===== config.mk =====
export PLATFORM = sky130hd
export DESIGN_NAME = ccd_eval_timing
export DESIGN_NICKNAME = d
export VERILOG_FILES = /design/src/design/ccd_eval_pkg.sv /design/src/design/ccd_eval_timing.sv
export SDC_FILE = /design/constraint.sdc
export NUM_CORES = 1
export LEC_CHECK = 0
export BUFFER_PORTS_ARGS = -buffer_cell sky130_fd_sc_hd__buf_2
export CAP_MARGIN = 25
export CORE_MARGIN = 2
export CORE_UTILIZATION = 43
export DETAILED_ROUTE_END_ITERATION = 8
export GPL_ROUTABILITY_DRIVEN = 1
export HOLD_SLACK_MARGIN = 0.05
export PLACE_DENSITY = 0.72
export SETUP_SLACK_MARGIN = 0.3
export SYNTH_ARGS = -nofsm -noshare
export SYNTH_HDL_FRONTEND = slang
export SYNTH_HIERARCHICAL = 1
export SYNTH_SLANG_ARGS = --single-unit

===== constraint.sdc =====
create_clock -name clk_sys -period 6.1 [get_ports clk_sys]
set_clock_uncertainty 0.1 [all_clocks]
set_input_delay 1.22 -clock clk_sys [delete_from_list [all_inputs] [get_ports clk_sys]]
set_output_delay 1.22 -clock clk_sys [all_outputs]
set_load 0.05 [all_outputs]

===== src/design/ccd_eval_pkg.sv =====
// Functional notes
// - exposure settings 6 and 7 give the tabled microsecond times per mode
// - interlaced scanning applies no electronic shutter; exposure setting ignored
// - single or dual output chosen by inverting right/left phase-2 drives
// - reset, transfer and sample pulses are AND/OR of 2.5 ns delay taps
// - row and column counters count in Gray code
// - counters live apart from the counter-free unit forming hclk and sampling
// - offset loop holds dark converter code at 4080
// - pixel data is presented inverted at the output
// - black-level strobe covers the central 10 dark-reference columns
// - under strobe, code differing from 4080 drives buffers to lower or raise
// - offset monitoring sits in a unit apart from the timing generator
// - offset correction applied once every non-dumped line time
// - optional mode accumulates error and corrects once per frame
// - fast dump discards 256 lines, reads 512, discards 240
// - interlaced scanning never performs fast line dumping
`default_nettype none
package ccd_eval_pkg;
    // ----------------------------------------
    // timing
    // ----------------------------------------
    localparam int CLK_PERIOD_PS = 5000;
    localparam int US_PS = 1000000;
    localparam int CYC_PER_US = US_PS / CLK_PERIOD_PS;
    localparam int TAP_STEP_PS = 2500;
    localparam int TAP_N = 8;
    localparam int CW = 11;
    localparam int AW = 12;
    localparam int NCH = 2;
    // ----------------------------------------
    // frame geometry
    // ----------------------------------------
    localparam logic [CW-1:0] COLS_TOTAL = 11'h404;
    localparam logic [CW-1:0] DUMP_HEAD = 11'h100;
    localparam logic [CW-1:0] READ_ROWS = 11'h200;
    localparam logic [CW-1:0] DUMP_TAIL = 11'h0f0;
    localparam logic [CW-1:0] ROWS_TOTAL = DUMP_HEAD + READ_ROWS + DUMP_TAIL;
    localparam logic [CW-1:0] H_BLANK = 11'h014;
    localparam logic [CW-1:0] BLK_COL_FIRST = 11'h007;
    localparam logic [CW-1:0] BLK_COLS = 11'h00a;
    localparam logic [5:0] BLK_STROBE_CYC = 6'h14;
    localparam logic [AW-1:0] BLACK_CODE = 12'hff0;
    localparam logic [3:0] CORR_CYC = 4'h8;
    // ----------------------------------------
    // register map
    // ----------------------------------------
    localparam logic [11:0] ADDR_CTRL = 12'h000;
    localparam logic [11:0] ADDR_STATUS = 12'h004;
    localparam int ST_COL_LSB = 0;
    localparam int ST_ROW_LSB = 11;
    localparam int ST_DUMP_BIT = 24;
    localparam int ST_HGATE_BIT = 25;
    localparam logic [7:0] CTRL_RESET = 8'h00;
    // ctrl word, msb first: frame_offset, expo[2:0], interlaced, dual, fast_dump, run
    typedef struct packed {
        logic frame_offset;
        logic [2:0] expo;
        logic interlaced;
        logic dual;
        logic fast_dump;
        logic run;
    } mode_t;
    // exposure in us, column {fast_dump, dual}
    localparam logic [15:0] EXPO_US [8][4] = '{
        '{16'h8214, 16'h5078, 16'h5078, 16'h3750},
        '{16'h4010, 16'h27b0, 16'h1770, 16'h1130},
        '{16'h1f18, 16'h1360, 16'h0bb8, 16'h09ec},
        '{16'h0e9c, 16'h0910, 16'h0744, 16'h0730},
        '{16'h0650, 16'h03f8, 16'h06a4, 16'h06a4},
        '{16'h0234, 16'h016a, 16'h0338, 16'h0338},
        '{16'h012a, 16'h00c6, 16'h01cc, 16'h01cc},
        '{16'h0044, 16'h0037, 16'h005d, 16'h005d}};

    function automatic logic [CW-1:0] gray2bin(input logic [CW-1:0] g);
        logic [CW-1:0] b;
        b[CW-1] = g[CW-1];
        for (int i = CW - 2; i >= 0; i--) begin
            b[i] = b[i+1] ^ g[i];
        end
        return b;
    endfunction

    function automatic logic [CW-1:0] gray_inc(input logic [CW-1:0] g);
        logic [CW-1:0] b;
        b = gray2bin(g) + 1'b1;
        return b ^ (b >> 1);
    endfunction
endpackage
`default_nettype wire


===== src/design/ccd_eval_timing.sv =====
// The placing of the registers and register access over APB were left to the implementer.
`default_nettype none
// ----------------------------------------
// counter unit: every row/column counter lives here
// ----------------------------------------
module ccd_counter_unit #(
    parameter int CYC_PER_US_P = ccd_eval_pkg::CYC_PER_US
) (
    input wire logic clk_sys,
    input wire logic rst_n,
    input wire logic ce,
    input wire ccd_eval_pkg::mode_t mode,
    output logic shutter,
    output logic xfer_gate,
    output logic vshift,
    output logic hgate,
    output logic dump_line,
    output logic black_level_strobe,
    output logic frame_end,
    output logic [ccd_eval_pkg::CW-1:0] row_g,
    output logic [ccd_eval_pkg::CW-1:0] col_g
);
    import ccd_eval_pkg::*;
    typedef enum logic [1:0] {ST_IDLE = 2'b00, ST_EXPOSE = 2'b01, ST_XFER = 2'b10, ST_READ = 2'b11} seq_t;
    seq_t state, next_state;
    logic [CW-1:0] row_b, col_b, act_cols, line_len;
    logic [15:0] expo_us, us_cnt, pre_cnt;
    logic [5:0] stb_len;
    logic fd_eff, row_dump, line_done, frame_done, us_tick, expo_done, pix_tick;
    logic next_hgate, next_strobe;

    // mode decode and position compare
    assign fd_eff = mode.fast_dump & ~mode.interlaced;
    assign expo_us = EXPO_US[mode.expo][{mode.fast_dump, mode.dual}];
    assign row_b = gray2bin(row_g);
    assign col_b = gray2bin(col_g);
    assign row_dump = fd_eff && (row_b < DUMP_HEAD || row_b >= DUMP_HEAD + READ_ROWS);
    assign act_cols = mode.dual ? (COLS_TOTAL >> 1) : COLS_TOTAL;
    // dumped lines skip horizontal readout, only the blank interval remains
    assign line_len = row_dump ? H_BLANK : act_cols + H_BLANK;
    assign line_done = pix_tick && col_b == line_len - 1'b1;
    assign frame_done = line_done && row_b == ROWS_TOTAL - 1'b1;
    assign us_tick = pre_cnt == 16'(CYC_PER_US_P - 1);
    assign expo_done = us_tick && us_cnt == expo_us - 1'b1;
    assign next_hgate = next_state == ST_READ && state == ST_READ && !row_dump && col_b < act_cols;
    assign next_strobe = state == ST_READ && !row_dump
        && col_b >= BLK_COL_FIRST && col_b < BLK_COL_FIRST + BLK_COLS;

    // frame sequencer
    always_comb begin
        next_state = state;
        unique case (state)
            ST_IDLE: if (mode.run) next_state = mode.interlaced ? ST_XFER : ST_EXPOSE;
            ST_EXPOSE: if (expo_done) next_state = ST_XFER;
            ST_XFER: next_state = ST_READ;
            ST_READ: if (frame_done) next_state = ST_IDLE;
        endcase
    end

    // sequencer and exposure timers
    always_ff @(posedge clk_sys) begin
        if (!rst_n) begin
            state <= ST_IDLE;
            pre_cnt <= '0;
            us_cnt <= '0;
        end else if (ce) begin
            state <= next_state;
            pre_cnt <= (state != ST_EXPOSE || us_tick) ? '0 : pre_cnt + 1'b1;
            us_cnt <= (state != ST_EXPOSE) ? '0 : us_cnt + 16'(us_tick);
        end
    end

    // gray counters: one bit flips per step, quieter for hclk and sampling
    always_ff @(posedge clk_sys) begin
        if (!rst_n || (ce && state != ST_READ)) begin
            pix_tick <= 1'b0;
            row_g <= '0;
            col_g <= '0;
        end else if (ce) begin
            pix_tick <= ~pix_tick;
            if (pix_tick) col_g <= line_done ? '0 : gray_inc(col_g);
            if (line_done) row_g <= gray_inc(row_g);
        end
    end

    // registered strobes to the sensor and the other units
    always_ff @(posedge clk_sys) begin
        if (!rst_n) begin
            {shutter, xfer_gate, vshift, hgate, dump_line, black_level_strobe, frame_end} <= '0;
        end else if (ce) begin
            shutter <= state == ST_IDLE && next_state == ST_EXPOSE;
            xfer_gate <= state == ST_XFER;
            vshift <= line_done;
            hgate <= next_hgate;
            dump_line <= state == ST_READ && row_dump;
            black_level_strobe <= next_strobe;
            frame_end <= frame_done;
        end
    end

    // strobe length helper for checking
    always_ff @(posedge clk_sys) begin
        if (!rst_n) stb_len <= '0;
        else if (ce) stb_len <= black_level_strobe ? stb_len + 1'b1 : '0;
    end

    AST_EXPO_SET6: assert property (@(posedge clk_sys) disable iff (!rst_n)
        mode.expo == 3'h6 && !mode.fast_dump && !mode.dual |-> expo_us == 16'h012a)
        else $error("setting 6 single output not 298 us");
    AST_EXPO_SET7: assert property (@(posedge clk_sys) disable iff (!rst_n)
        mode.expo == 3'h7 && mode.fast_dump && mode.dual |-> expo_us == 16'h005d)
        else $error("setting 7 dump dual not 93 us");
    AST_NO_SHUTTER_IL: assert property (@(posedge clk_sys) disable iff (!rst_n)
        ce && state == ST_IDLE && mode.run && mode.interlaced |=> state == ST_XFER && !shutter)
        else $error("shutter used in interlaced mode");
    AST_GRAY_STEP: assert property (@(posedge clk_sys) disable iff (!rst_n)
        $changed(col_g) && col_g != '0 |-> $countones(col_g ^ $past(col_g)) == 1)
        else $error("column counter not gray");
    AST_DUMP_HEAD: assert property (@(posedge clk_sys) disable iff (!rst_n)
        ce && state == ST_READ && fd_eff && row_b < DUMP_HEAD |=> dump_line && !hgate)
        else $error("head line not dumped");
    AST_IL_NO_DUMP: assert property (@(posedge clk_sys) disable iff (!rst_n)
        mode.interlaced && $past(mode.interlaced) |-> !dump_line)
        else $error("dump in interlaced mode");
    AST_STROBE_LEN: assert property (@(posedge clk_sys) disable iff (!rst_n)
        ce && black_level_strobe && !next_strobe |-> stb_len == BLK_STROBE_CYC - 1'b1)
        else $error("strobe not ten columns long");
    COV_STROBE: cover property (@(posedge clk_sys) disable iff (!rst_n) $rose(black_level_strobe));
    COV_FRAME: cover property (@(posedge clk_sys) disable iff (!rst_n) frame_end && mode.fast_dump);
endmodule

// ----------------------------------------
// hclk/sampling unit: no counters, only edges
// ----------------------------------------
module ccd_hclk_unit (
    input wire logic clk_sys,
    input wire logic rst_n,
    input wire logic ce,
    input wire logic hgate,
    input wire logic dual,
    input wire logic [ccd_eval_pkg::TAP_N-1:0] taps,
    output logic hclk_phase1,
    output logic hclk_phase2_right,
    output logic hclk_phase2_left,
    output logic reset_pulse,
    output logic charge_xfer_pulse,
    output logic sample_pulse_a,
    output logic sample_pulse_b
);
    import ccd_eval_pkg::*;
    logic gate_q, next_h1;

    assign next_h1 = hgate ? ~hclk_phase1 : 1'b0;

    // horizontal phases; left phase inverted for single output
    always_ff @(posedge clk_sys) begin
        if (!rst_n) begin
            {gate_q, hclk_phase1, hclk_phase2_left} <= '0;
            hclk_phase2_right <= 1'b1;
        end else if (ce) begin
            gate_q <= hgate;
            hclk_phase1 <= next_h1;
            hclk_phase2_right <= ~next_h1;
            hclk_phase2_left <= dual ? ~next_h1 : next_h1;
        end
    end

    // pulses are tap products, sub-cycle: cannot come from a flip-flop
    assign reset_pulse = gate_q & hclk_phase1 & taps[0] & ~taps[1];
    assign charge_xfer_pulse = gate_q & hclk_phase1 & taps[2] & ~taps[3];
    assign sample_pulse_a = gate_q & hclk_phase1 & (taps[4] | taps[5]) & ~taps[7];
    assign sample_pulse_b = gate_q & ~hclk_phase1 & (taps[4] | taps[5]) & ~taps[7];

    AST_H2_MODE: assert property (@(posedge clk_sys) disable iff (!rst_n)
        ce |=> (hclk_phase2_left == hclk_phase2_right) == $past(dual))
        else $error("phase-2 inversion wrong for output mode");
    AST_CDS_GATED: assert property (@(posedge clk_sys) disable iff (!rst_n)
        !gate_q |-> !(reset_pulse | charge_xfer_pulse | sample_pulse_a | sample_pulse_b))
        else $error("sampling pulse outside readout");
endmodule

// ----------------------------------------
// offset unit: kept apart so data toggling stays off sensor clocks
// ----------------------------------------
module ccd_offset_unit (
    input wire logic clk_sys,
    input wire logic rst_n,
    input wire logic ce,
    input wire logic [ccd_eval_pkg::NCH*ccd_eval_pkg::AW-1:0] adc,
    input wire logic strobe,
    input wire logic frame_end,
    input wire logic per_frame,
    output logic [ccd_eval_pkg::NCH-1:0] buf_oe,
    output logic [ccd_eval_pkg::NCH-1:0] buf_raise
);
    import ccd_eval_pkg::*;
    for (genvar gi = 0; gi < NCH; gi++) begin : g_ch
        logic signed [15:0] acc;
        logic [3:0] run_cnt;
        logic [AW-1:0] code;
        logic over, under;
        assign code = adc[gi*AW +: AW];
        assign over = strobe && code > BLACK_CODE;
        assign under = strobe && code < BLACK_CODE;

        // per-line mode drives under strobe; frame mode sums, then drives once
        always_ff @(posedge clk_sys) begin
            if (!rst_n) begin
                acc <= '0;
                run_cnt <= '0;
                buf_oe[gi] <= 1'b0;
                buf_raise[gi] <= 1'b0;
            end else if (ce && !per_frame) begin
                acc <= '0;
                run_cnt <= '0;
                buf_oe[gi] <= over | under;
                buf_raise[gi] <= under;
            end else if (ce && frame_end) begin
                acc <= '0;
                run_cnt <= (acc != 0) ? CORR_CYC : '0;
                buf_oe[gi] <= acc != 0;
                buf_raise[gi] <= acc > 0;
            end else if (ce) begin
                acc <= acc + 16'(under) - 16'(over);
                run_cnt <= (run_cnt != 0) ? run_cnt - 1'b1 : '0;
                buf_oe[gi] <= run_cnt > 4'h1;
            end
        end

        AST_OFFSET_LOWER: assert property (@(posedge clk_sys) disable iff (!rst_n)
            ce && !per_frame && over |=> buf_oe[gi] && !buf_raise[gi])
            else $error("bright black code not lowered");
        AST_OFFSET_HOLD: assert property (@(posedge clk_sys) disable iff (!rst_n)
            ce && !per_frame && (!strobe || code == BLACK_CODE) |=> !buf_oe[gi])
            else $error("buffers on while offset correct");
        AST_FRAME_QUIET: assert property (@(posedge clk_sys) disable iff (!rst_n)
            ce && per_frame && !frame_end && run_cnt == 0 && $past(per_frame) |=> !buf_oe[gi])
            else $error("frame mode corrected mid-frame");
        COV_BUF: cover property (@(posedge clk_sys) disable iff (!rst_n) buf_oe[gi] && buf_raise[gi]);
    end
endmodule

// ----------------------------------------
// top: apb registers, converter input, pixel output
// ----------------------------------------
module ccd_eval_timing #(
    parameter int CYC_PER_US_P = ccd_eval_pkg::CYC_PER_US
) (
    input wire logic clk_sys,
    input wire logic rst_n,
    input wire logic ce,
    input wire logic psel,
    input wire logic penable,
    input wire logic pwrite,
    input wire logic [11:0] paddr,
    input wire logic [31:0] pwdata,
    output logic [31:0] prdata,
    output logic pready,
    output logic pslverr,
    input wire logic [ccd_eval_pkg::TAP_N-1:0] taps,
    input wire logic [ccd_eval_pkg::NCH*ccd_eval_pkg::AW-1:0] adc_in,
    output logic [ccd_eval_pkg::NCH*ccd_eval_pkg::AW-1:0] pix_data,
    output logic shutter,
    output logic xfer_gate,
    output logic vshift,
    output logic fast_line_dump,
    output logic hclk_phase1,
    output logic hclk_phase2_right,
    output logic hclk_phase2_left,
    output logic reset_pulse,
    output logic charge_xfer_pulse,
    output logic sample_pulse_a,
    output logic sample_pulse_b,
    output logic [ccd_eval_pkg::NCH-1:0] offset_buf_oe,
    output logic [ccd_eval_pkg::NCH-1:0] offset_raise
);
    import ccd_eval_pkg::*;
    mode_t mode;
    logic [NCH*AW-1:0] adc_m, adc_s;
    logic [CW-1:0] row_g, col_g;
    logic hgate, strobe, frame_end;
    logic sel_ctrl, sel_stat, setup, wr_ctrl;
    logic [31:0] rd_word;

    // apb decode, one wait-free access cycle
    assign sel_ctrl = paddr == ADDR_CTRL;
    assign sel_stat = paddr == ADDR_STATUS;
    assign setup = psel & ~penable;
    assign wr_ctrl = psel & penable & pready & pwrite & sel_ctrl;
    assign rd_word = sel_ctrl ? {24'h00_0000, mode}
        : sel_stat ? {6'h00, hgate, fast_line_dump, 2'h0, row_g, col_g} : 32'h0000_0000;

    always_ff @(posedge clk_sys) begin
        if (!rst_n) begin
            {pready, pslverr, prdata} <= '0;
            mode <= CTRL_RESET;
        end else if (ce) begin
            pready <= setup;
            pslverr <= setup & ~(sel_ctrl | sel_stat);
            prdata <= setup ? rd_word : prdata;
            if (wr_ctrl) mode <= pwdata[7:0];
        end
    end

    // converter pins: two-stage sync, then inverted to the connector
    always_ff @(posedge clk_sys) begin
        if (!rst_n) begin
            {adc_m, adc_s, pix_data} <= '0;
        end else if (ce) begin
            adc_m <= adc_in;
            adc_s <= adc_m;
            pix_data <= ~adc_s;
        end
    end

    ccd_counter_unit #(.CYC_PER_US_P(CYC_PER_US_P)) u_cnt (
        .clk_sys(clk_sys), .rst_n(rst_n), .ce(ce), .mode(mode),
        .shutter(shutter), .xfer_gate(xfer_gate), .vshift(vshift), .hgate(hgate),
        .dump_line(fast_line_dump), .black_level_strobe(strobe), .frame_end(frame_end),
        .row_g(row_g), .col_g(col_g)
    );

    ccd_hclk_unit u_hclk (
        .clk_sys(clk_sys), .rst_n(rst_n), .ce(ce), .hgate(hgate), .dual(mode.dual), .taps(taps),
        .hclk_phase1(hclk_phase1), .hclk_phase2_right(hclk_phase2_right),
        .hclk_phase2_left(hclk_phase2_left), .reset_pulse(reset_pulse),
        .charge_xfer_pulse(charge_xfer_pulse), .sample_pulse_a(sample_pulse_a),
        .sample_pulse_b(sample_pulse_b)
    );

    ccd_offset_unit u_ofs (
        .clk_sys(clk_sys), .rst_n(rst_n), .ce(ce), .adc(adc_s), .strobe(strobe),
        .frame_end(frame_end), .per_frame(mode.frame_offset),
        .buf_oe(offset_buf_oe), .buf_raise(offset_raise)
    );

    AST_PIX_INVERT: assert property (@(posedge clk_sys) disable iff (!rst_n)
        ce |=> pix_data == ~$past(adc_s))
        else $error("pixel data not inverted");
    COV_APB_WR: cover property (@(posedge clk_sys) disable iff (!rst_n) wr_ctrl);
endmodule
`default_nettype wire


==> impl_metrics.py, run 1 <==
metrics = {
    "die": {
        "die_h_um": 177,
        "io_pins": 155,
        "fp-row-count": 63,
        "fp.dieArea_um2": 31300,
        "start_util_pct": 43.5,
        "die_x_um": 177,
        "placeableCoreArea_um2": 29600,
    },
    "sta": {
        "fmax_ghz": 0.179,
        "min_period_over_period_pct": 91.4,
        "hold_violations": 0,
        "finalSetupTns_ns": 0,
        "finalCriticalPeriod_ns": 5.57,
        "setup_viol": 0,
        "relSlewSlack_pct": 34.0,
        "rsz0062_at_grt": "false",
        "tightest_slew_ns": 0.989,
        "maxSlewViolCount": 0,
    },
    "worst_setup_path": {
        "required_ns": 6.39,
        "r2r_start": "u_cnt/col_g[10]",
        "cp-startpoint": "u_cnt/col_g[10]",
        "worst_setup_path_end_kind": "flop",
        "cp_max_fo": 5,
        "arrival_ns": 5.86,
        "critPathLaunchType": "flop",
        "crit_type": "flop to flop",
    },
    "drt": {
        "route.antenna.remaining_nets": 0,
        "drt-total-wl_mm": 30.9,
        "vias_per_cell": 5.37,
        "vias": 10749,
        "drt-pass1-iter-count": 7,
        "post_drt_wl_per_cell_um": 15.4,
        "drc": 0,
        "initialDrtViolationCount": 559,
    },
    "placed_design": {
        "gp_congestion": 0.889,
        "detailed_place.area_um2": 13700,
        "place_hpwl_mm": 21.2,
        "io_buffers": 121,
    },
    "clock_network": {
        "htree_levels": 1,
        "postCtsSetupBuffers": 0,
        "cts.sinks": 218,
        "cts_made_buffers": 24,
        "cts_tree": "built",
        "path_clk_slew_ns": 0.06,
        "max-clock-path-buffers": 3,
        "worst_skew_pair.late_latency_ns": 0.52,
        "root_buffer": "clkbuf_16",
    },
    "final_layout": {
        "num-nets-final": 1773,
        "n_fill_cell": 2708,
        "design_area_um2": 14800,
        "insertedDiodeCount": 0,
        "area_delta_synth_final_pct": 15.2,
        "drive_above_1_share_pct": 14.4,
    },
    "logic_synthesis": {
        "synth_flop_cell": "dfxtp_1",
        "synthCells": 1502,
        "avgSynthCellArea_um2": 8.57,
        "async_flop_share_pct": 0,
        "syn-cell-area_um2": 12900,
        "synth-seq-cells": 218,
        "synth.distinct_cells": 87,
        "synth_edf_count": 0,
        "ys_warn_count": 6,
        "synth_seq_area_share_pct": 33.9,
    },
    "global_route": {
        "grtUsageTotal_pct": 19.0,
        "grt_pass1_wl_mm": 50.5,
        "grt_overflow": 0,
        "antenna_found_initial": 0,
        "grt_pass1_vias": 10490,
        "grt_max_degree": 115,
    },
    "flow_run": {
        "maxCapViolCount": 0,
    },
    "power_and_ir_drop": {
        "total_power_w": 0.00389,
        "pwr_density_cell_nw_per_um2": 262,
        "leakagePower_nw": 6.14,
        "peakVddDrop_mv": 0.202,
    },
    "min_path": {
        "min_from": "prdata[18]",
        "hp-class": "flop to flop",
    },
    "status": {
        "outcome": "completed",
    },
}
[critical path, stage by stage (launching register included)]
cell     delay, ns
dfxtp_1       0.32
inv_2         0.09
ha_2          0.32
ha_4          0.30
inv_1         0.06
ha_1          0.29
inv_1         0.06
ha_1          0.32
inv_1         0.08
ha_4          0.28
inv_1         0.06
ha_1          0.34
inv_2         0.08
ha_4          0.29
inv_1         0.05
ha_1          0.33
inv_1         0.12
ha_4          0.30
inv_1         0.07
ha_1          0.30
or3_4         0.43
nor4_4        0.30
buf_4         0.17
a21oi_1       0.09
a31oi_1       0.19
a21oi_1       0.09
[layer usage]
metal,global-route usage [%],share of wire (%),vias up
met4,5.06,2.0,0
li1,-,-,5371
met3,3.48,5.3,46
met5,0,0,-
met1,24.3,46,5067
met2,32.8,47,265
[timing repair]
item,4_1_cts,5_1_grt
gates resized for setup,3,31
endpoints found under the setup margin,14,28
hold buffers,0,0
pin swaps,0,3
[cell usage in the layout, fill, tap and decap left out, types with 32 or more instances in the layout]
master   instances
dfxtp_1        216
o21ai_0         63
nand3_1         50
nand2_1        104
mux2i_1         76
a21oi_1         55
buf_2          119
nor2_1         131
nor2b_1         74
xnor2_1         63
ha_1            87
xor2_1          32
inv_1          113
[Yosys cell counts, types with 32 or more instances]
cell type  count  area, um2
xor2_1        32        280
nor2_1       132        495
mux2i_1       77        771
xnor2_1       63        552
clkbuf_1      47        176
a21oi_1       55        275
o21ai_0       64        320
nand2_1      104        390
nand3_1       51        255
nor2b_1       74        463
inv_1        118        443
dfxtp_1      218       4360
ha_1          97       1210
[final timing paths]
check	endpoint	slack [ns]	depth (start not counted)
max	u_cnt/state[1]	0.53	25
min	prdata[18]	0.35	2
max reg2reg	u_cnt/state[1]	0.53	25
min reg2reg	prdata[18]	0.35	2
[stage by stage]
stage                     instances  setup slack, ns  hold WS, ns  util (%)
after floorplan                1509            0.619        0.346         -
after global placement         1956            0.249        0.336      46.2
after detailed placement       1956            0.122        0.343      46.2
after CTS                      2000            0.304        0.353      49.5
after global routing           2000            0.275        0.374      50.1
final                          2000            0.526        0.351      50.1
[state kept, by name, summed over array words and instances, names as in the netlist, 2 cells and up, named ones only]
| register | flops |
|---|---|
| adc_s | 24 |
| u_ofs/g_ch.run_cnt | 8 |
| u_cnt/us_cnt | 16 |
| u_cnt/col_g | 11 |
| u_ofs/buf_raise | 2 |
| pix_data | 24 |
| u_cnt/row_g | 10 |
| u_ofs/g_ch.acc | 32 |
| u_cnt/pre_cnt | 16 |
| mode | 8 |
| u_ofs/buf_oe | 2 |
| adc_m | 24 |
| u_cnt/state | 2 |
| prdata | 24 |
[cell families (layout without fill, tap and decap cells)]
family / Yosys count / after routing / share of synthesized area (%)
xor gates and xnor gates: 95 / 95 / 6.47
buffers and inverters: 198 / 299 / 6.94
and+or+nand+nor: 506 / 506 / 20.3
AOI/OAI and AO/OA: 302 / 302 / 16.1
DFF: 218 / 218 / 33.9
muxes: 83 / 83 / 6.51
other: 1 / 8 / 0.0291
adders and majority gates: 99 / 99 / 9.74
[final cells by class]
class                   instances  area [um2]  share of cell area [%]
clock buffers                  28         667                    4.50
well taps                     390         488                    3.29
multi-input cells            1093        7820                    52.8
clock inverters                16         294                    1.98
flip-flops and latches        218        4370                    29.5
inverters                     120         450                    3.04
repair buffers                135         731                    4.93
[report_power, final]
group / internal [W] / switching [W]
Combinational: 0.000254 / 0.000378
Sequential: 0.00148 / 0.0000358
Clock: 0.00112 / 0.000622
Note: power is estimated with default switching activity, not from simulation.
==> run 2: changes to the inputs <==
--- a/config.mk
+++ b/config.mk
@@ -7,12 +7,14 @@
 export LEC_CHECK = 0
 export BUFFER_PORTS_ARGS = -buffer_cell sky130_fd_sc_hd__buf_2
 export CAP_MARGIN = 25
+export CELL_PAD_IN_SITES_DETAIL_PLACEMENT = 1
+export CELL_PAD_IN_SITES_GLOBAL_PLACEMENT = 1
 export CORE_MARGIN = 2
 export CORE_UTILIZATION = 43
 export DETAILED_ROUTE_END_ITERATION = 8
 export GPL_ROUTABILITY_DRIVEN = 1
 export HOLD_SLACK_MARGIN = 0.05
-export PLACE_DENSITY = 0.72
+export PLACE_DENSITY = 0.88
 export SETUP_SLACK_MARGIN = 0.3
 export SYNTH_ARGS = -nofsm -noshare
 export SYNTH_HDL_FRONTEND = slang
==> run 2 against run 1 <==
  * Sequential power is essentially flat
  * Fmax shrank 4.6%
  * Final cell count grew 0.25%
  * Via count grew 6.7%
  * Cell area shrank 0.30%
  * Largest cell class unchanged
  * Power shrank 6.0%
  * Die area is the same
  * Count of clock-buffer cells in the layout grew 9
==> impl_metrics.py, run 2 (synthesis results as in run 1) <==
metrics = {
    "status": {
        "outcome": "completed",
    },
    "clock_network": {
        "cts_made_buffers": 26,
        "cts.sinks": 218,
        "path_clk_slew_ns": 0.06,
        "max-clock-path-buffers": 3,
        "worst_skew_pair.late_latency_ns": 0.53,
        "htree_levels": 1,
        "root_buffer": "clkbuf_16",
        "cts_tree": "built",
        "cts_hold_buf": 0,
    },
    "final_layout": {
        "top_register": "u_ofs/g_ch.acc",
        "largest_reg_flops": 32,
        "num-nets-final": 1779,
        "instances_no_fill": 2005,
        "final_cell_mix": "dfxtp_1, nor2_1, buf_2, inv_1, nand2_1",
        "drive_above_1_share_pct": 14.7,
        "area_delta_synth_final_pct": 14.8,
        "final_common_cell": "dfxtp_1",
        "design_area_um2": 14800,
        "insertedDiodeCount": 0,
    },
    "worst_setup_path": {
        "r2r_start": "u_cnt/row_g[10]",
        "worst_setup_path_end_kind": "flop",
        "r2r_cells": 27,
        "cp_max_fo": 8,
        "r2r-end": "u_cnt/row_g[7]",
        "crit_type": "flop to flop",
        "required_ns": 6.41,
        "arrival_ns": 6.15,
        "critPathLaunchType": "flop",
        "r2r_slack_ns": 0.26,
    },
    "sta": {
        "hold_violations": 0,
        "finalCriticalPeriod_ns": 5.84,
        "finalSetupTns_ns": 0,
        "rsz0062_at_grt": "true",
        "relSlewSlack_pct": 35.6,
        "fmax_ghz": 0.171,
        "min_period_over_period_pct": 95.8,
        "maxSlewViolCount": 0,
        "tightest_slew_ns": 0.958,
        "setup_viol": 0,
    },
    "die": {
        "fp.dieArea_um2": 31300,
        "die_x_um": 177,
        "io_pins": 155,
        "fp-row-count": 63,
        "die_h_um": 177,
        "start_util_pct": 43.5,
        "placeableCoreArea_um2": 29600,
    },
    "power_and_ir_drop": {
        "pwr_density_cell_nw_per_um2": 248,
        "total_power_w": 0.00366,
        "leakagePower_nw": 6.12,
        "peakVddDrop_mv": 0.200,
    },
    "drt": {
        "post_drt_wl_per_cell_um": 19.6,
        "drt-total-wl_mm": 39.2,
        "vias": 11467,
        "drt-pass1-iter-count": 5,
        "initialDrtViolationCount": 657,
        "route.antenna.remaining_nets": 0,
        "vias_per_cell": 5.72,
        "drc": 0,
    },
    "placed_design": {
        "detailed_place.area_um2": 13700,
        "gp_congestion": 0.884,
        "place_hpwl_mm": 26.0,
        "io_buffers": 121,
        "placed_cells": 1956,
    },
    "global_route": {
        "grt_overflow": 0,
        "antenna_found_initial": 0,
        "grt_pass1_wl_mm": 60.1,
        "grt_max_degree": 89,
        "grtUsageTotal_pct": 23.3,
        "grt_pass1_vias": 11800,
    },
    "min_path": {
        "min_from": "prdata[9]",
        "hold_end": "prdata[9]",
        "min_path_cells": 2,
        "hp-class": "flop to flop",
    },
    "flow_run": {
        "maxCapViolCount": 0,
    },
}
## run 2: timing repair
action	in CTS	in global routing
pin swaps	3	3
resized for setup	20	20
setup buffers	2	1
setup endpoints to repair	21	28
## run 2: worst max path at each step
stage	from	endpoint	slack (ns)	cells past startpoint
finish	u_cnt/row_g[10]	u_cnt/row_g[7]	0.26	27
global route	u_cnt/row_g[10]	u_cnt/row_g[7]	0.12	27
CTS	u_cnt/col_g[10]	u_cnt/row_g[10]	0.33	24
detailed placement	u_cnt/row_g[10]	u_cnt/row_g[4]	0.02	26
global placement	u_cnt/row_g[10]	u_cnt/row_g[10]	0.27	27
floorplan	u_cnt/row_g[10]	flop	0.62	27
## run 2: cell type report
cell class	count	area (um2)
Sequential cell	218	4370
Tap cell	390	488
Clock inverter	8	50.0
Multi-Input combinational cell	1093	7910
Inverter	120	453
Clock buffer	37	753
Fill cell	3491	14800
Timing Repair Buffer	139	753
## run 2: power by group
| group | switching [W] | internal, W | total (W) |
|---|---|---|---|
| Combinational | 0.000411 | 0.000257 | 0.000667 |
| Sequential | 0.0000396 | 0.00148 | 0.00152 |
| Clock | 0.000619 | 0.000855 | 0.00147 |
| Total | 0.00107 | 0.00259 | 0.00366 |
## run 2: critical path, cell delays in order, from the launching register on
cell and delay (ns):
dfxtp_2 0.39, inv_4 0.08, ha_4 0.23, ha_4 0.27
inv_2 0.06, ha_4 0.29, inv_1 0.09, ha_4 0.28
inv_1 0.07, ha_1 0.27, inv_1 0.10, ha_4 0.29
inv_1 0.08, ha_4 0.28, inv_1 0.06, ha_4 0.27
inv_1 0.06, ha_1 0.28, inv_1 0.06, ha_1 0.31
and4_1 0.23, nand3_2 0.12, a311oi_4 0.31, mux2i_2 0.36
or3_4 0.23, buf_4 0.17, nor2_1 0.07, a211oi_1 0.31
## run 2: metal layers
layer / wire [um] / vias to the layer above / global-route usage, %
met5: 0 / - / 0
met4: 903 / 0 / 6.61
met3: 1890 / 78 / 3.31
met2: 20200 / 351 / 42.7
met1: 16300 / 5642 / 28.1
li1: - / 5396 / -
## run 2: through the flow
step | util, % | hold WS (ns) | setup WS [ns]
floorplan | - | 0.346 | 0.619
global placement | 46.2 | 0.335 | 0.272
detailed placement | 46.2 | 0.346 | 0.0203
CTS | 49.3 | 0.356 | 0.334
global route | 50.0 | 0.376 | 0.117
finish | 50.0 | 0.353 | 0.257
